<file path="config.mk">
export PLATFORM = sky130hd
export DESIGN_NAME = mpc_pin_config
export DESIGN_NICKNAME = d
export VERILOG_FILES = /design/src/hw/mpc_pkg.sv /design/src/hw/mpc_sync2.sv /design/src/hw/mpc_pin_config.sv
export SDC_FILE = /design/constraint.sdc
export NUM_CORES = 1
export LEC_CHECK = 0
export BUFFER_PORTS_ARGS = -buffer_cell sky130_fd_sc_hd__buf_4
export CAP_MARGIN = 25
export CORE_UTILIZATION = 53
export DETAILED_ROUTE_END_ITERATION = 7
export HOLD_SLACK_MARGIN = 0.08
export PLACE_DENSITY = 0.84
export SLEW_MARGIN = 20
export SYNTH_ARGS = -nofsm -noshare
export SYNTH_HDL_FRONTEND = slang
export SYNTH_HIERARCHICAL = 1
export SYNTH_SLANG_ARGS = --single-unit
export TNS_END_PERCENT = 10
</file>
<file path="constraint.sdc">
create_clock -name clk_sys_i -period 3.4 [get_ports clk_sys_i]
set_clock_uncertainty 0.15 [all_clocks]
set_input_delay 0.51 -clock clk_sys_i [delete_from_list [all_inputs] [get_ports clk_sys_i]]
set_output_delay 0.51 -clock clk_sys_i [all_outputs]
set_load 0.02 [all_outputs]
</file>
<file path="src/hw/mpc_pkg.sv">
package mpc_pkg;
	// ----------------------------------------
	// Register selection on the config port
	// ----------------------------------------
	localparam logic [1:0] REG_GPI_CFG = 2'h0;
	localparam logic [1:0] REG_GPI_STS = 2'h1;
	localparam logic [1:0] REG_GPIO_CFG = 2'h2;
	localparam logic [1:0] REG_GPIO_STS = 2'h3;
	// ----------------------------------------
	// Field positions in the config words
	// ----------------------------------------
	localparam int DRV_HI = 14;
	localparam int DRV_LO = 13;
	localparam int GPO_BIT = 12;
	localparam int TYPE_HI = 11;
	localparam int TYPE_LO = 10;
	localparam int POL_BIT = 9;
	localparam int PU_BIT = 8;
	localparam int PD_BIT = 7;
	localparam int FUNC_HI = 6;
	localparam int FUNC_LO = 0;
	// ----------------------------------------
	// Reset values and writable masks
	// ----------------------------------------
	localparam logic [15:0] GPI_CFG_RST = 16'h007F;
	localparam logic [15:0] GPIO_CFG_RST = 16'h0490;
	localparam logic [15:0] GPI_WMASK = 16'h03FF;
	localparam logic [15:0] GPIO_WMASK = 16'h7FFF;
	// ----------------------------------------
	// Pin function codes
	// ----------------------------------------
	localparam logic [6:0] FN_OE0 = 7'h00;
	localparam logic [6:0] FN_LATCH0 = 7'h05;
	localparam logic [6:0] FN_GOE = 7'h06;
	localparam logic [6:0] FN_REF0 = 7'h07;
	localparam logic [6:0] FN_REF1 = 7'h08;
	localparam logic [6:0] FN_LATCH1 = 7'h09;
	localparam logic [6:0] FN_SER_IN = 7'h0E;
	localparam logic [6:0] FN_SYNC = 7'h0F;
	localparam logic [6:0] FN_GPI = 7'h10;
	localparam logic [6:0] FN_LCS = 7'h11;
	localparam logic [6:0] FN_INT = 7'h1C;
	localparam logic [6:0] FN_GPO = 7'h1D;
	localparam logic [6:0] FN_SER_OUT = 7'h1E;
	localparam logic [6:0] FN_LOS0 = 7'h20;
	localparam logic [6:0] FN_REFLOS = 7'h24;
	localparam logic [6:0] FN_ALOCK = 7'h25;
	localparam logic [6:0] FN_DLOCK = 7'h26;
	localparam logic [6:0] FN_EVT0 = 7'h28;
	localparam logic [6:0] FN_ALOL = 7'h2D;
	localparam logic [6:0] FN_DLOL = 7'h2E;
	localparam logic [6:0] FN_LMT0 = 7'h30;
	localparam logic [6:0] FN_ALMT = 7'h35;
	localparam logic [6:0] FN_DLMT = 7'h36;
	localparam logic [6:0] FN_CLKMODE = 7'h37;
	localparam logic [6:0] FN_READY = 7'h38;
	localparam logic [6:0] FN_FAN1_CHOICE = 7'h39;
	localparam logic [6:0] FN_REFCLK = 7'h7F;
	localparam int NUM_GROUPS = 5;
	// ----------------------------------------
	// Pin types, level codes, driver groups
	// ----------------------------------------
	localparam logic [1:0] TYPE_PP = 2'h0;
	localparam logic [1:0] TYPE_IN2 = 2'h1;
	localparam logic [1:0] TYPE_OD = 2'h2;
	localparam logic [1:0] TYPE_IN3 = 2'h3;
	localparam logic [1:0] LVL_LOW = 2'h0;
	localparam logic [1:0] LVL_MID = 2'h1;
	localparam logic [1:0] LVL_HIGH = 2'h3;
	localparam logic [2:0] GRP_FREE = 3'h7;
endpackage

</file>
<file path="src/hw/mpc_sync2.sv">
`timescale 1ns/1ps
// Two-stage synchroniser; only the second stage leaves the module
module mpc_sync2 #(
	parameter int WIDTH = 1
) (
	input wire logic clk_sys_i,
	input wire logic srst_i,
	input wire logic [WIDTH-1:0] async_i,
	output logic [WIDTH-1:0] sync_o
);
	logic [WIDTH-1:0] meta_q;

	// Metastable stage feeds nothing but the second stage
	always_ff @(posedge clk_sys_i) begin
		if (srst_i) begin
			meta_q <= '0;
			sync_o <= '0;
		end else begin
			meta_q <= async_i;
			sync_o <= meta_q;
		end
	end
endmodule

</file>
<file path="src/hw/mpc_pin_config.sv">
`timescale 1ns/1ps
module mpc_pin_config import mpc_pkg::*; #(
	parameter int NUM_GPI = 4,
	parameter int NUM_GPIO = 5,
	parameter int NUM_OUT = 4
) (
	input wire logic clk_sys_i,
	input wire logic srst_i,
	input wire logic cfg_wr_i,
	input wire logic [1:0] cfg_reg_i,
	input wire logic [2:0] cfg_idx_i,
	input wire logic [15:0] cfg_wdata_i,
	output logic [15:0] cfg_rdata_o,
	input wire logic [NUM_GPI-1:0] gpi_pin_i,
	output logic [NUM_GPI-1:0] gpi_pu_o,
	output logic [NUM_GPI-1:0] gpi_pd_o,
	output logic [NUM_GPI-1:0] gpi_refclk_o,
	input wire logic [2*NUM_GPIO-1:0] gpio_lvl_i,
	output logic [NUM_GPIO-1:0] gpio_out_o,
	output logic [NUM_GPIO-1:0] gpio_oe_o,
	output logic [NUM_GPIO-1:0] gpio_pu_o,
	output logic [NUM_GPIO-1:0] gpio_pd_o,
	output logic [NUM_GPIO-1:0] gpio_tri_o,
	output logic [2*NUM_GPIO-1:0] gpio_drv_o,
	input wire logic [3:0] los_sts_i,
	input wire logic refin_los_i,
	input wire logic apll_lock_i,
	input wire logic dpll_lock_i,
	input wire logic [4:0] los_evt_i,
	input wire logic apll_lol_i,
	input wire logic dpll_lol_i,
	input wire logic [4:0] los_lmt_i,
	input wire logic apll_lol_lmt_i,
	input wire logic dpll_lol_lmt_i,
	input wire logic fanout_clkmode_i,
	input wire logic device_ready_i,
	input wire logic fanout1_clock_choice_i,
	input wire logic irq_i,
	input wire logic serial_data_out_i,
	input wire logic serial_dir_out_i,
	input wire logic spi_3wire_i,
	input wire logic fanout0_choice_i,
	input wire logic fanout1_choice_i,
	input wire logic pll_locked_i,
	input wire logic [3*NUM_OUT-1:0] out_grp_i,
	input wire logic [NUM_OUT-1:0] out_dis_i,
	output logic [NUM_GROUPS-1:0] oe_group_o,
	output logic global_oe_o,
	output logic fanout0_sel_o,
	output logic fanout1_sel_o,
	output logic [1:0] dpll_ref_sel_o,
	output logic serial_data_in_o,
	output logic converter_sync_in_o,
	output logic [5:0] live_config_select_o,
	output logic [NUM_OUT-1:0] out_drv_en_o
);
	localparam int NPIN = NUM_GPI + NUM_GPIO;

	if (NUM_GPI < 1 || NUM_GPI > 4 || NUM_GPIO < 3 || NUM_GPIO > 5 || NUM_OUT < 1) begin : g_chk
		$error("mpc_pin_config: pin counts outside the status layout");
	end

	// ----------------------------------------
	// Pin synchronisers
	// ----------------------------------------
	logic [NUM_GPI-1:0] gpi_s;
	logic [2*NUM_GPIO-1:0] gpio_s;

	// Pads are asynchronous to the system clock
	mpc_sync2 #(.WIDTH(NPIN + NUM_GPIO)) u_sync (
		.clk_sys_i(clk_sys_i),
		.srst_i(srst_i),
		.async_i({gpio_lvl_i, gpi_pin_i}),
		.sync_o({gpio_s, gpi_s})
	);

	// ----------------------------------------
	// Helpers
	// ----------------------------------------
	// Functions with active-low naming
	function automatic logic low_active(input logic [6:0] f);
		return (f == FN_LATCH0) || (f == FN_LATCH1);
	endfunction

	// Output-direction function codes
	function automatic logic is_out_fn(input logic [6:0] f);
		return (f >= FN_INT) && (f != FN_REFCLK);
	endfunction

	// ----------------------------------------
	// Configuration registers
	// ----------------------------------------
	logic [15:0] cfg_q [NPIN];
	logic wr_gpi, wr_gpio;
	logic [3:0] wr_slot;

	assign wr_gpi = cfg_wr_i && (cfg_reg_i == REG_GPI_CFG) && (32'(cfg_idx_i) < NUM_GPI);
	assign wr_gpio = cfg_wr_i && (cfg_reg_i == REG_GPIO_CFG) && (32'(cfg_idx_i) < NUM_GPIO);
	assign wr_slot = wr_gpio ? 4'(32'(cfg_idx_i) + NUM_GPI) : 4'(cfg_idx_i);

	// Reserved bits never take a write; status writes are dropped
	always_ff @(posedge clk_sys_i) begin
		for (int p = 0; p < NPIN; p++) begin
			if (srst_i) begin
				cfg_q[p] <= (p < NUM_GPI) ? GPI_CFG_RST : GPIO_CFG_RST;
			end else if ((wr_gpi || wr_gpio) && 32'(wr_slot) == p) begin
				cfg_q[p] <= cfg_wdata_i & ((p < NUM_GPI) ? GPI_WMASK : GPIO_WMASK);
			end
		end
	end

	// ----------------------------------------
	// Per-pin decode
	// ----------------------------------------
	logic [6:0] fn [NPIN];
	logic [1:0] ptype [NPIN];
	logic [1:0] lvl [NPIN];
	logic [NPIN-1:0] refclk, pol_eff, act;

	// Uniform view of both pin kinds; input pins use type 0x1
	always_comb begin
		for (int p = 0; p < NPIN; p++) begin
			fn[p] = cfg_q[p][FUNC_HI:FUNC_LO];
			ptype[p] = (p < NUM_GPI) ? TYPE_IN2 : cfg_q[p][TYPE_HI:TYPE_LO];
			lvl[p] = (p < NUM_GPI) ? {2{gpi_s[p]}} : gpio_s[2*(p-NUM_GPI) +: 2];
			refclk[p] = (p < NUM_GPI) && (fn[p] == FN_REFCLK);
			pol_eff[p] = cfg_q[p][POL_BIT] && !refclk[p]
				&& !(fn[p] == FN_LCS && ptype[p] == TYPE_IN3)
				&& (fn[p] != FN_GPO);
			act[p] = lvl[p][1] ^ pol_eff[p] ^ low_active(fn[p]);
		end
	end

	// ----------------------------------------
	// Input functions
	// ----------------------------------------
	logic [NUM_GROUPS-1:0] grp_any, grp_act;
	logic goe_any, goe_act, l0_act, l1_act;
	logic [1:0] ref_sel;
	logic ser_in, sync_in;

	// Unassigned enables default on; several pins on one code OR
	always_comb begin
		grp_any = '0;
		grp_act = '0;
		goe_any = 1'b0;
		goe_act = 1'b0;
		l0_act = 1'b0;
		l1_act = 1'b0;
		ref_sel = 2'h0;
		ser_in = 1'b0;
		sync_in = 1'b0;
		for (int p = 0; p < NPIN; p++) begin
			for (int g = 0; g < NUM_GROUPS; g++) begin
				if (fn[p] == FN_OE0 + 7'(g)) begin
					grp_any[g] = 1'b1;
					grp_act[g] = grp_act[g] | act[p];
				end
			end
			if (fn[p] == FN_GOE) begin
				goe_any = 1'b1;
				goe_act = goe_act | act[p];
			end
			l0_act = l0_act | (fn[p] == FN_LATCH0 && act[p]);
			l1_act = l1_act | (fn[p] == FN_LATCH1 && act[p]);
			ref_sel[0] = ref_sel[0] | (fn[p] == FN_REF0 && act[p]);
			ref_sel[1] = ref_sel[1] | (fn[p] == FN_REF1 && act[p]);
			ser_in = ser_in | (fn[p] == FN_SER_IN && act[p]);
			sync_in = sync_in | (fn[p] == FN_SYNC && act[p]);
		end
	end

	logic [NUM_GROUPS-1:0] grp_en;
	logic goe_en;
	assign grp_en = ~grp_any | grp_act;
	assign goe_en = !goe_any || goe_act;

	// Live config select: raw code when tri-level, else two-level
	logic [5:0] lcs;
	always_comb begin
		for (int k = 0; k < 3; k++) begin
			if (fn[NUM_GPI+k] != FN_LCS) begin
				lcs[2*k +: 2] = LVL_LOW;
			end else if (ptype[NUM_GPI+k] == TYPE_IN3) begin
				lcs[2*k +: 2] = lvl[NUM_GPI+k];
			end else begin
				lcs[2*k +: 2] = act[NUM_GPI+k] ? LVL_HIGH : LVL_LOW;
			end
		end
	end

	// Latch edge detect on the active level
	logic l0_prev_q, l1_prev_q;
	logic l0_rise, l1_rise;
	assign l0_rise = l0_act && !l0_prev_q;
	assign l1_rise = l1_act && !l1_prev_q;

	// ----------------------------------------
	// Output sources
	// ----------------------------------------
	logic [63:0] src;
	always_comb begin
		src = '0;
		src[FN_INT[5:0]] = irq_i;
		src[FN_SER_OUT[5:0]] = serial_data_out_i;
		src[FN_LOS0[5:0] +: 4] = los_sts_i;
		src[FN_REFLOS[5:0]] = refin_los_i;
		src[FN_ALOCK[5:0]] = apll_lock_i;
		src[FN_DLOCK[5:0]] = dpll_lock_i;
		src[FN_EVT0[5:0] +: 5] = los_evt_i;
		src[FN_ALOL[5:0]] = apll_lol_i;
		src[FN_DLOL[5:0]] = dpll_lol_i;
		src[FN_LMT0[5:0] +: 5] = los_lmt_i;
		src[FN_ALMT[5:0]] = apll_lol_lmt_i;
		src[FN_DLMT[5:0]] = dpll_lol_lmt_i;
		src[FN_CLKMODE[5:0]] = fanout_clkmode_i;
		src[FN_READY[5:0]] = device_ready_i;
		src[FN_FAN1_CHOICE[5:0]] = fanout1_clock_choice_i;
	end

	// Pad controls for the bidirectional pins
	logic [NUM_GPIO-1:0] o_val, o_en, o_pu, o_pd, o_tri;
	logic [2*NUM_GPIO-1:0] o_drv;
	always_comb begin
		for (int k = 0; k < NUM_GPIO; k++) begin
			logic [6:0] f;
			logic v, sdio;
			f = fn[NUM_GPI+k];
			sdio = (f == FN_SER_OUT) && spi_3wire_i;
			v = (f == FN_GPO) ? cfg_q[NUM_GPI+k][GPO_BIT]
				: (src[f[5:0]] ^ pol_eff[NUM_GPI+k]);
			o_en[k] = 1'b0;
			o_val[k] = 1'b0;
			if (is_out_fn(f) && ptype[NUM_GPI+k] == TYPE_PP) begin
				o_en[k] = sdio ? serial_dir_out_i : 1'b1;
				o_val[k] = v;
			end else if (is_out_fn(f) && ptype[NUM_GPI+k] == TYPE_OD) begin
				o_en[k] = !v;
			end
			o_pu[k] = cfg_q[NUM_GPI+k][PU_BIT];
			o_pd[k] = cfg_q[NUM_GPI+k][PD_BIT];
			// Reserved on pins 3 and 4, so never sense tri-level there
			o_tri[k] = (ptype[NUM_GPI+k] == TYPE_IN3) && (k < 3);
			o_drv[2*k +: 2] = (ptype[NUM_GPI+k] == TYPE_PP || ptype[NUM_GPI+k] == TYPE_OD)
				? cfg_q[NUM_GPI+k][DRV_HI:DRV_LO] : 2'h0;
		end
	end

	// ----------------------------------------
	// Output driver enables
	// ----------------------------------------
	logic [NUM_OUT-1:0] drv_en;
	always_comb begin
		for (int d = 0; d < NUM_OUT; d++) begin
			logic [2:0] g;
			g = out_grp_i[3*d +: 3];
			if (out_dis_i[d]) begin
				drv_en[d] = 1'b0;
			end else if (g == GRP_FREE) begin
				drv_en[d] = 1'b1;
			end else if (32'(g) < NUM_GROUPS) begin
				drv_en[d] = grp_en[g] && goe_en && pll_locked_i;
			end else begin
				drv_en[d] = goe_en && pll_locked_i;
			end
		end
	end

	// ----------------------------------------
	// Status and readback
	// ----------------------------------------
	logic [7:0] gpi_sts, gpio_sts;
	logic [15:0] rd_mux;
	logic [3:0] rd_slot;
	always_comb begin
		gpi_sts = '0;
		gpio_sts = '0;
		for (int p = 0; p < NUM_GPI; p++) begin
			gpi_sts[p] = gpi_s[p] && !refclk[p];
		end
		for (int k = 0; k < 3; k++) begin
			gpio_sts[2*k +: 2] = gpio_s[2*k +: 2];
		end
		for (int k = 3; k < NUM_GPIO; k++) begin
			gpio_sts[3+k] = gpio_s[2*k+1];
		end
	end
	assign rd_slot = (cfg_reg_i == REG_GPIO_CFG) ? 4'(32'(cfg_idx_i) + NUM_GPI) : 4'(cfg_idx_i);
	assign rd_mux = (cfg_reg_i == REG_GPI_STS) ? {8'h00, gpi_sts}
		: (cfg_reg_i == REG_GPIO_STS) ? {8'h00, gpio_sts}
		: (cfg_reg_i == REG_GPI_CFG && 32'(cfg_idx_i) < NUM_GPI) ? cfg_q[rd_slot]
		: (cfg_reg_i == REG_GPIO_CFG && 32'(cfg_idx_i) < NUM_GPIO) ? cfg_q[rd_slot]
		: 16'h0000;

	// ----------------------------------------
	// Output registers
	// ----------------------------------------
	always_ff @(posedge clk_sys_i) begin
		if (srst_i) begin
			l0_prev_q <= 1'b0;
			l1_prev_q <= 1'b0;
			fanout0_sel_o <= 1'b0;
			fanout1_sel_o <= 1'b0;
		end else begin
			l0_prev_q <= l0_act;
			l1_prev_q <= l1_act;
			if (l0_rise) fanout0_sel_o <= fanout0_choice_i;
			if (l1_rise) fanout1_sel_o <= fanout1_choice_i;
		end
	end

	// Pad and function outputs; pads stay inputs with pull-down in reset
	always_ff @(posedge clk_sys_i) begin
		if (srst_i) begin
			gpi_pu_o <= '0;
			gpi_pd_o <= '1;
			gpi_refclk_o <= '1;
			gpio_out_o <= '0;
			gpio_oe_o <= '0;
			gpio_pu_o <= '0;
			gpio_pd_o <= '1;
			gpio_tri_o <= '0;
			gpio_drv_o <= '0;
			oe_group_o <= '0;
			global_oe_o <= 1'b0;
			dpll_ref_sel_o <= 2'h0;
			serial_data_in_o <= 1'b0;
			converter_sync_in_o <= 1'b0;
			live_config_select_o <= '0;
			out_drv_en_o <= '0;
			cfg_rdata_o <= '0;
		end else begin
			for (int p = 0; p < NUM_GPI; p++) begin
				gpi_pu_o[p] <= cfg_q[p][PU_BIT] && !refclk[p];
				gpi_pd_o[p] <= cfg_q[p][PD_BIT] || refclk[p];
			end
			gpi_refclk_o <= refclk[NUM_GPI-1:0];
			gpio_out_o <= o_val;
			gpio_oe_o <= o_en;
			gpio_pu_o <= o_pu;
			gpio_pd_o <= o_pd;
			gpio_tri_o <= o_tri;
			gpio_drv_o <= o_drv;
			oe_group_o <= grp_en;
			global_oe_o <= goe_en;
			dpll_ref_sel_o <= ref_sel;
			serial_data_in_o <= ser_in;
			converter_sync_in_o <= sync_in;
			live_config_select_o <= lcs;
			out_drv_en_o <= drv_en;
			cfg_rdata_o <= rd_mux;
		end
	end
endmodule

</file>
==> results of run 1 <==
-- layout make-up --
class | instances | area, µm² | area share [%]
clock buffers | 35 | 682 | 4.29
inverters | 26 | 97.6 | 0.614
multi-input cells | 957 | 6770 | 42.7
repair buffers | 295 | 2260 | 14.2
clock inverters | 7 | 52.6 | 0.331
flip-flops and latches | 223 | 5620 | 35.4
well taps | 319 | 399 | 2.51
diodes | 2 | 5.00 | 0.0315
-- per-stage QoR --
stage                     setup slack [ns]  cells  hold slack, ns  instance area [µm²]
after floorplan                      0.155   1285           0.264                12800
after global placement               0.192   1803           0.268                15000
after detailed placement             0.241   1803           0.275                15000
after CTS                            0.216   1862           0.108                15900
after global routing                0.0975   1862           0.130                15900
final                                0.184   1864           0.119                15900
-- repair_timing --
item                                    in CTS  in global routing
hold buffers                                17                  0
hold endpoints to repair                    17                  0
gates resized for setup                      0                  1
endpoints found under the setup margin       0                  2
-- power by group through the flow --
stage                     combinational (mW)  sequential, mW  clock, mW
after floorplan                        0.583            3.15          0
after global placement                  1.11            3.14          0
after detailed placement                1.13            3.15          0
after CTS                               1.16            3.09       2.51
after global routing                    1.25            3.11       2.60
final                                   1.19            3.10       2.50
-- worst max path at each step --
stage | start | end | cells past startpoint
final | cfg_q[6][2] | live_config_select_o[4] | 7
after global routing | cfg_q[6][2] | fanout0_sel_o | 9
after CTS | cfg_q[5][2] | converter_sync_in_o | 8
after detailed placement | cfg_q[5][2] | converter_sync_in_o | 8
after global placement | cfg_q[5][2] | converter_sync_in_o | 8
after floorplan | cfg_idx_i[0] | cfg_q[4][0] | 8
-- worst min-delay path: stages --
cell	delay (ns)
buf_4	0.13
nand3_1	0.06
a31oi_1	0.07
-- routing by layer --
| layer | up-vias | share of wire, % |
|---|---|---|
| li1 | 5327 | - |
| met1 | 5829 | 38 |
| met2 | 961 | 46 |
| met3 | 153 | 11 |
| met4 | 0 | 5.2 |
| met5 | - | 0 |
-- registers in the layout (all words and copies together) (netlist names), 4 cells and up --
register and count:
gpio_pu_o 5, live_config_select_o 6, gpio_pd_o 5, gpi_refclk_o 4, gpi_pd_o 4, out_drv_en_o 4
oe_group_o 5, gpi_pu_o 4, gpio_drv_o 10, cfg_q 115, gpio_oe_o 5, u_sync/sync_o 12
cfg_rdata_o 15, u_sync/meta_q 12, gpio_out_o 5
==> out/qor.txt, run 1 <==
status: finished, final reports clean
CP arrival: 3.55 ns
pwr/cell area: 428 nW/µm²
delay-heaviest family, CP: compound AO/OA/AOI/OAI gates
met1 Usage GRT: 52.0%
HP Class: input pin to flop
vias in the first global route: 11600
crit path cell chain: nand4bb_1, a211oi_1, o2bb2ai_1, xnor2_1, nand2_1, a2111oi_0, buf_4
Reg clk slew, reported paths: 0.06 ns
Worst Hold End: out_drv_en_o[0]
Syn Inst Count: 1283
# fillers: 1786
final core utilization: 67.3%
cts bufs inserted: 23
sequential cell fraction of total power: 45.7%
Setup Viol. Count Final: 0
Startpoint Class: flop
worst-case reg-to-reg path depth: 7
RSZ-0062 raised after global routing: no
Buffers on Ports: 163
slowest library cell on the worst path: a2111oi_0
layout cells sized above 1: 25.9%
die height: 158 µm
I/O pins: 170
CP max FO: 9
die area: 24800 µm²
Max Fclk: 311 MHz
worst reg2reg endpoint: live_config_select_o[4]
met3 usage: 7.93%
CP endpoint kind: flop
CTS tree: built
overall routing resource usage: 40.4%
final wirelength: 49300 µm
die extent in x: 158 µm
initial DRC count: 1598
site row count: 56
initial antenna violation count: 1
max cap viols: 0
CTS sink cnt: 223
Root Driver: clkbuf_16
drt pass-1 iters: 6
routability congestion estimate: 1.02
final hold violations: 0
logic gate share of total power: 17.5%
Avg WL per Cell: 26.5 µm
critical path class: flop to flop
postcts setup bufs: 0
most common cell after layout, fill and taps aside: buf_4
DRT antenna net count: 0
Yosys Warn Count: 6
average size of a mapped cell: 9.99 µm²
crit path buf inv count: 1
Synth Cell Area: 12800 µm²
total number of vias: 12300
Area growth syn-to-layout: 23.9%
WHS Path Cells: 3
DRC: 0
total power: 6.79 mW
Worst Hold Launch: out_grp_i[0]
final worst-path cycle share: 94.6%
largest net degree at the start of global routing: 38
Critical Path RT: 3.74 ns
first-pass GRT wire length: 72400 µm
DR vias/cell: 6.58
Worst-Margin Slew: 1.01 ns
DP HPWL: 37300 µm
Core Region: 23600 µm²
Sw Ratio: 28.4%
worst reg-to-reg setup slack: 0.18 ns
M2 GR Usage: 65.6%
Overflow after GRT: 0
commonest non-fill, non-tap cells in the layout: 278 x buf_4, 115 x edfxtp_1, 108 x dfxtp_1
Worst R2R Start: cfg_q[6][2]
clock share of power: 36.8%
clock tree buffer depth: 3
initial core utilization: 54.3%
CP max stage delay: 0.87 ns
Slew HR: 31.0%
Fin Setup TNS: 0 ns
internal power: 4.86 mW
nets: 1614
clk_lat worst skew: 0.56 ns
Final Slew Violations: 0
total number of H-tree levels: 1
leak pwr: 6.05 nW
GR peak layer: met2
maximum vdd drop: 0.492 mV
Final min period: 3.22 ns
net switching power: 1.93 mW
Power figures use the tool's default switching activity.
==> inputs of run 2 (changes only) <==
--- a/config.mk
+++ b/config.mk
@@ -11,6 +11,7 @@
 export DETAILED_ROUTE_END_ITERATION = 7
 export HOLD_SLACK_MARGIN = 0.08
 export PLACE_DENSITY = 0.84
+export REMOVE_ABC_BUFFERS = 1
 export SLEW_MARGIN = 20
 export SYNTH_ARGS = -nofsm -noshare
 export SYNTH_HDL_FRONTEND = slang
==> run 2 against run 1 <==
  * Hold slack worse by 0.045 ns
  * Sequential cell count stayed put
  * Critical path type unchanged
  * Register-to-register slack worse by 0.05 ns
  * Core utilization is 0.23 points lower
  * Power is 1.2% higher
  * Largest cell class unchanged
  * Die area stayed put
  * First-iteration DRC count is 15% higher
  * Sequential share of layout area is 0.12 points higher
==> out/qor.txt, run 2 (same netlist as run 1, synthesis figures left out) <==
drt pass-1 iters: 5 (was 6)
Largest register FFs: 115 (unchanged)
biggest regs: cfg_q x115, cfg_rdata_o x15 (unchanged)
CP arrival: 3.53 ns (was 3.55 ns)
routability congestion estimate: 1.06 (was 1.02)
CTS tree: built (unchanged)
die area: 24800 µm² (unchanged)
I/O pins: 170 (unchanged)
nets: 1601 (was 1614)
Post-DP Area: 14900 µm² (was 15000 µm²)
Final Slew Violations: 0 (unchanged)
die height: 158 µm (unchanged)
clock tree buffer depth: 3 (unchanged)
Critical Path RT: 3.67 ns (was 3.74 ns)
crit path cell chain: xnor2_1, nor2_1, a222oi_1, o21ai_0, a311oi_1, a41oi_2, a31oi_1, a21boi_1 (was nand4bb_1, a211oi_1, o2bb2ai_1, xnor2_1, nand2_1, a2111oi_0, buf_4)
Largest Register: cfg_q (unchanged)
commonest non-fill, non-tap cells in the layout: 266 x buf_4, 115 x edfxtp_1, 108 x dfxtp_1 (was 278 x buf_4, 115 x edfxtp_1, 108 x dfxtp_1)
RSZ-0062 raised after global routing: no (unchanged)
initial DRC count: 1835 (was 1598)
final worst-path cycle share: 96.1% (was 94.6%)
Root Driver: clkbuf_16 (unchanged)
Core Region: 23600 µm² (unchanged)
total number of vias: 12100 (was 12300)
worst-case reg-to-reg path depth: 8 (was 7)
final hold violations: 0 (unchanged)
CTS sink cnt: 223 (unchanged)
leak pwr: 6.01 nW (was 6.05 nW)
cts bufs inserted: 24 (was 23)
initial antenna violation count: 0 (was 1)
Worst R2R Start: cfg_q[2][9] (was cfg_q[6][2])
Max Fclk: 306 MHz (was 311 MHz)
maximum vdd drop: 0.538 mV (was 0.492 mV)
pre-CTS setup slack: 0.270 ns (was 0.241 ns)
initial core utilization: 54.3% (unchanged)
DRC: 0 (unchanged)
worst setup path endpoint: out_drv_en_o[1] (was live_config_select_o[4])
Worst-Margin Slew: 0.839 ns (was 1.01 ns)
worst reg2reg endpoint: out_drv_en_o[1] (was live_config_select_o[4])
Buffers on Ports: 163 (unchanged)
Final min period: 3.27 ns (was 3.22 ns)
overall routing resource usage: 39.4% (was 40.4%)
Area growth syn-to-layout: 23.5% (was 23.9%)
Overflow after GRT: 0 (unchanged)
total power: 6.87 mW (was 6.79 mW)
critical path class: flop to flop (unchanged)
first-pass GRT wire length: 71500 µm (was 72400 µm)
layout cells sized above 1: 25.7% (was 25.9%)
Inserted Diodes: 0 (was 2)
max cap viols: 0 (unchanged)
worst reg-to-reg setup slack: 0.13 ns (was 0.18 ns)
vias in the first global route: 11600 (about the same)
CP endpoint kind: flop (unchanged)
pwr/cell area: 434 nW/µm² (was 428 nW/µm²)
die extent in x: 158 µm (unchanged)
CP max stage delay: 0.55 ns (was 0.87 ns)
postcts setup bufs: 0 (unchanged)
HP Class: input pin to flop (unchanged)
site row count: 56 (unchanged)
CP Launch Point: cfg_q[2][9] (was cfg_q[6][2])
Setup Viol. Count Final: 0 (unchanged)
Avg WL per Cell: 26.2 µm (was 26.5 µm)
total number of H-tree levels: 1 (unchanged)
DR vias/cell: 6.56 (was 6.58)
final core utilization: 67.0% (was 67.3%)
CP max FO: 8 (was 9)
Startpoint Class: flop (unchanged)
status: finished, final reports clean (unchanged)
clk_lat worst skew: 0.54 ns (was 0.56 ns)
most common cell after layout, fill and taps aside: buf_4 (unchanged)
design area: 15800 µm² (was 15900 µm²)
slowest library cell on the worst path: a311oi_1 (was a2111oi_0)
Fin Setup TNS: 0 ns (unchanged)
PnR worst setup slack: 0.131 ns (was 0.184 ns)
largest net degree at the start of global routing: 47 (was 38)
DP HPWL: 36600 µm (was 37300 µm)
Slew HR: 43.5% (was 31.0%)
Reg clk slew, reported paths: 0.06 ns (about the same)
DRT antenna net count: 0 (unchanged)
final wirelength: 48500 µm (was 49300 µm)
## run 2: cell types whose count changed in the layout (fill, tap and decap cells not counted), moves of 2 or more
cell and change:
buf_4 -12, clkbuf_1 -4, dlygate4sd3_1 -3, diode_2 -2
inv_6 +2
## run 2: worst min path at each step
stage / startpoint / endpoint / slack [ns] / cells after the start
after floorplan: u_sync/meta_q[0] / u_sync/sync_o[0] / 0.26 / 1
after global placement: u_sync/meta_q[9] / u_sync/sync_o[9] / 0.27 / 1
after detailed placement: u_sync/meta_q[7] / u_sync/sync_o[7] / 0.27 / 1
after CTS: gpio_lvl_i[5] / u_sync/meta_q[9] / 0.08 / 2
after global routing: gpio_lvl_i[5] / u_sync/meta_q[9] / 0.09 / 2
final: gpio_lvl_i[5] / u_sync/meta_q[9] / 0.07 / 2
## run 2: cell type report
type                       instances  area (µm²)
sequential                       223        5620
timing repair buffer             281        2160
tap                              319         399
fill                            1812        7780
clock inverter                    12         110
multi-input combinational        957        6770
inverter                          26        97.6
clock buffer                      32         681
## run 2: critical path, delay by kind of cell, from the launching register on
family          cells  cell delay (ns)
compound gates      6             1.98
flops               1             0.46
xor+xnor            1             0.39
simple gates        1             0.17
## run 2: where the power goes
part | switching [mW] | internal [mW]
sequential | 0.128 | 2.97
combinational | 0.690 | 0.494
clock | 1.10 | 1.49
total | 1.92 | 4.95
## run 2: per-layer routing
layer  part of all wire (%)  wire length (µm)  vias to the layer above  global-route usage (%)
met5                      0                 0                        -                       0
met4                    5.2              2520                        0                    19.3
met3                     12              5880                      154                    8.92
met2                     46             22100                      905                    62.9
met1                     37             18000                     5789                    50.5
li1                       -                 -                     5290                       -
## run 2: per-stage QoR
stage                     hold slack, ns  instances
final                             0.0738       1850
after global routing              0.0920       1850
after CTS                         0.0804       1850
after detailed placement           0.274       1792
after global placement             0.270       1792
after floorplan                    0.264       1206
## run 2: timing repair
item | CTS | global route
hold endpoints to repair | 14 | 0
hold buffers | 14 | 0
resized for setup | 0 | 0
==> inputs of run 3 (changes only) <==
--- a/config.mk
+++ b/config.mk
@@ -5,9 +5,11 @@
 export SDC_FILE = /design/constraint.sdc
 export NUM_CORES = 1
 export LEC_CHECK = 0
+export ABC_AREA = 1
 export BUFFER_PORTS_ARGS = -buffer_cell sky130_fd_sc_hd__buf_4
 export CAP_MARGIN = 25
 export CORE_UTILIZATION = 53
+export CTS_BUF_LIST = sky130_fd_sc_hd__clkbuf_16
 export DETAILED_ROUTE_END_ITERATION = 7
 export HOLD_SLACK_MARGIN = 0.08
 export PLACE_DENSITY = 0.84
==> constraint.sdc (replaced) <==
create_clock -name clk_sys_i -period 2.9 [get_ports clk_sys_i]
set_clock_uncertainty 0.15 [all_clocks]
set_input_delay 0.435 -clock clk_sys_i [delete_from_list [all_inputs] [get_ports clk_sys_i]]
set_output_delay 0.435 -clock clk_sys_i [all_outputs]
set_load 0.02 [all_outputs]
==> run 3 against run 2 <==
  * Hold slack better by 0.034 ns
  * Combinational power is 17% higher
  * Fmax is 19% higher
  * Synthesized area is 0.21% lower
  * Final area is 0.36% lower
  * Largest power group unchanged
==> out/qor.txt, run 3 <==
CP max FO: 6 (was 8)
worst-case reg-to-reg path depth: 13 (was 8)
average size of a mapped cell: 7.55 µm² (was 9.99 µm²)
final core utilization: 67.0% (about the same)
Inserted Diodes: 0 (unchanged)
Core Region: 23500 µm² (was 23600 µm²)
GR peak layer: met2 (unchanged)
DP HPWL: 39700 µm (was 36600 µm)
most common cell after layout, fill and taps aside: nand2_1 (was buf_4)
CP Depth: 13 (was 8)
Syn Inst Count: 1694 (was 1283)
cts bufs inserted: 23 (was 24)
Root Driver: clkbuf_16 (unchanged)
Yosys Warn Count: 6 (unchanged)
overall routing resource usage: 41.7% (was 39.4%)
clock tree buffer depth: 3 (unchanged)
routability congestion estimate: 1.10 (was 1.06)
Largest register FFs: 115 (unchanged)
met1 Usage GRT: 54.4% (was 50.5%)
largest net degree at the start of global routing: 31 (was 47)
commonest non-fill, non-tap cells in the layout: 343 x nand2_1, 253 x nor2_1, 249 x inv_1 (was 266 x buf_4, 115 x edfxtp_1, 108 x dfxtp_1)
die height: 157 µm (was 158 µm)
critical path class: flop to flop (unchanged)
CP endpoint kind: flop (unchanged)
WHS Path Cells: 3 (was 2)
die area: 24800 µm² (about the same)
CTS sink cnt: 223 (unchanged)
total power: 7.82 mW (was 6.87 mW)
Setup Viol. Count Final: 0 (unchanged)
RSZ-0062 raised after global routing: no (unchanged)
DRT antenna net count: 0 (unchanged)
Final min period: 2.75 ns (was 3.27 ns)
M2 GR Usage: 66.1% (was 62.9%)
total number of H-tree levels: 1 (unchanged)
leak pwr: 7.20 nW (was 6.01 nW)
Synth Cell Area: 12800 µm² (about the same)
site row count: 56 (unchanged)
Startpoint Class: flop (unchanged)
Fin Hold WS: 0.108 ns (was 0.0738 ns)
final worst-path cycle share: 94.7% (was 96.1%)
nets: 2035 (was 1601)
Final Slew Violations: 0 (unchanged)
Post-DP Area: 14800 µm² (was 14900 µm²)
Overflow after GRT: 0 (unchanged)
worst reg2reg endpoint: out_drv_en_o[0] (was out_drv_en_o[1])
CTS tree: built (unchanged)
initial core utilization: 54.3% (about the same)
Reg clk slew, reported paths: 0.06 ns (about the same)
Max Fclk: 364 MHz (was 306 MHz)
crit path cell chain: nor2_1, nand2_1, nor2_1, o21ai_1, nand3b_4, nand3_1, nand2_1, nor2_1, nand2_1, o22ai_1, o21ai_0, nand2_1, a21oi_2 (was xnor2_1, nor2_1, a222oi_1, o21ai_0, a311oi_1, a41oi_2, a31oi_1, a21boi_1)
PnR worst setup slack: 0.155 ns (was 0.131 ns)
first-pass GRT wire length: 75900 µm (was 71500 µm)
CP arrival: 3.03 ns (was 3.53 ns)
design area: 15800 µm² (about the same)
met3 usage: 8.40% (was 8.92%)
Avg WL per Cell: 22.6 µm (was 26.2 µm)
biggest regs: cfg_q x115, cfg_rdata_o x15 (unchanged)
delay-heaviest family, CP: simple AND/OR/NAND/NOR gates (was compound AO/OA/AOI/OAI gates)
I/O pins: 170 (unchanged)
Critical Path RT: 3.18 ns (was 3.67 ns)
slowest library cell on the worst path: edfxtp_1 (was a311oi_1)
die extent in x: 157 µm (was 158 µm)
Worst-Margin Slew: 0.643 ns (was 0.839 ns)
drt pass-1 iters: 6 (was 5)
initial antenna violation count: 0 (unchanged)
HP Class: input pin to flop (unchanged)
Worst Hold Launch: cfg_wdata_i[14] (was gpio_lvl_i[5])
crit path buf inv count: 0 (unchanged)
vias in the first global route: 13000 (was 11600)
Worst Hold End: cfg_q[8][14] (was u_sync/meta_q[9])
pre-CTS setup slack: 0.275 ns (was 0.270 ns)
DRC: 0 (unchanged)
layout cells sized above 1: 20.7% (was 25.7%)
clk_lat worst skew: 0.55 ns (was 0.54 ns)
initial DRC count: 1875 (was 1835)
status: finished, final reports clean (unchanged)
total number of vias: 13600 (was 12100)
Worst R2R Start: cfg_q[1][5] (was cfg_q[2][9])
Slew HR: 57.1% (was 43.5%)
final hold violations: 0 (unchanged)
Largest Register: cfg_q (unchanged)
CP max stage delay: 0.42 ns (was 0.55 ns)
max cap viols: 0 (unchanged)
most used cell, CP: nand2_1
Buffers on Ports: 163 (unchanged)
maximum vdd drop: 0.594 mV (was 0.538 mV)
pwr/cell area: 496 nW/µm² (was 434 nW/µm²)
DR vias/cell: 5.97 (was 6.56)
Area growth syn-to-layout: 23.3% (was 23.5%)
worst reg-to-reg setup slack: 0.15 ns (was 0.13 ns)
final wirelength: 51600 µm (was 48500 µm)
[run 3: timing repair]
item,4_1_cts,5_1_grt
hold endpoints to repair,21,0
endpoints found under the setup margin,0,2
gates resized for setup,0,2
buffers inserted,0,0
hold buffers,29,0
[run 3: how the worst max path moves through the flow]
stage	start	to	slack, ns
finish	cfg_q[1][5]	out_drv_en_o[0]	0.15
global route	cfg_q[8][6]	out_drv_en_o[3]	0.02
floorplan	cfg_idx_i[1]	cfg_q[4][0]	-0.92
global placement	cfg_q[8][6]	out_drv_en_o[3]	0.31
CTS	cfg_q[8][6]	out_drv_en_o[0]	0.26
detailed placement	cfg_q[8][6]	out_drv_en_o[0]	0.28
[run 3: worst reg2reg max path: stages (launching register included)]
cell,delay (ns)
edfxtp_1,0.42
nor2_1,0.24
nand2_1,0.20
nor2_1,0.23
o21ai_1,0.13
nand3b_4,0.21
nand3_1,0.09
nand2_1,0.05
nor2_1,0.27
nand2_1,0.19
o22ai_1,0.20
o21ai_0,0.12
nand2_1,0.09
a21oi_2,0.05
[run 3: report_power, final]
group | switching, mW | internal, mW
sequential | 0.145 | 3.48
combinational | 0.914 | 0.471
clock | 1.30 | 1.52
total | 2.35 | 5.47
[run 3: routing by layer]
metal / share of wire (%) / up-vias
li1: - / 6185
met1: 38 / 6222
met2: 44 / 1039
met3: 12 / 179
met4: 5.1 / 0
met5: 0 / -
[run 3: layout make-up]
| cell class | count | area, µm² |
|---|---|---|
| inverters | 282 | 1060 |
| clock buffers | 24 | 601 |
| fillers | 1932 | 7770 |
| repair buffers | 260 | 2020 |
| clock inverters | 18 | 108 |
| flip-flops and latches | 223 | 5620 |
| well taps | 319 | 399 |
| multi-input cells | 1157 | 5960 |
[run 3: stage by stage]
step / setup TNS (ns) / std cells
2_1_floorplan: -79.26 / 1662
3_3_place_gp: 0 / 2212
3_5_place_dp: 0 / 2212
4_1_cts: 0 / 2283
5_1_grt: 0 / 2283
6_report: 0 / 2283
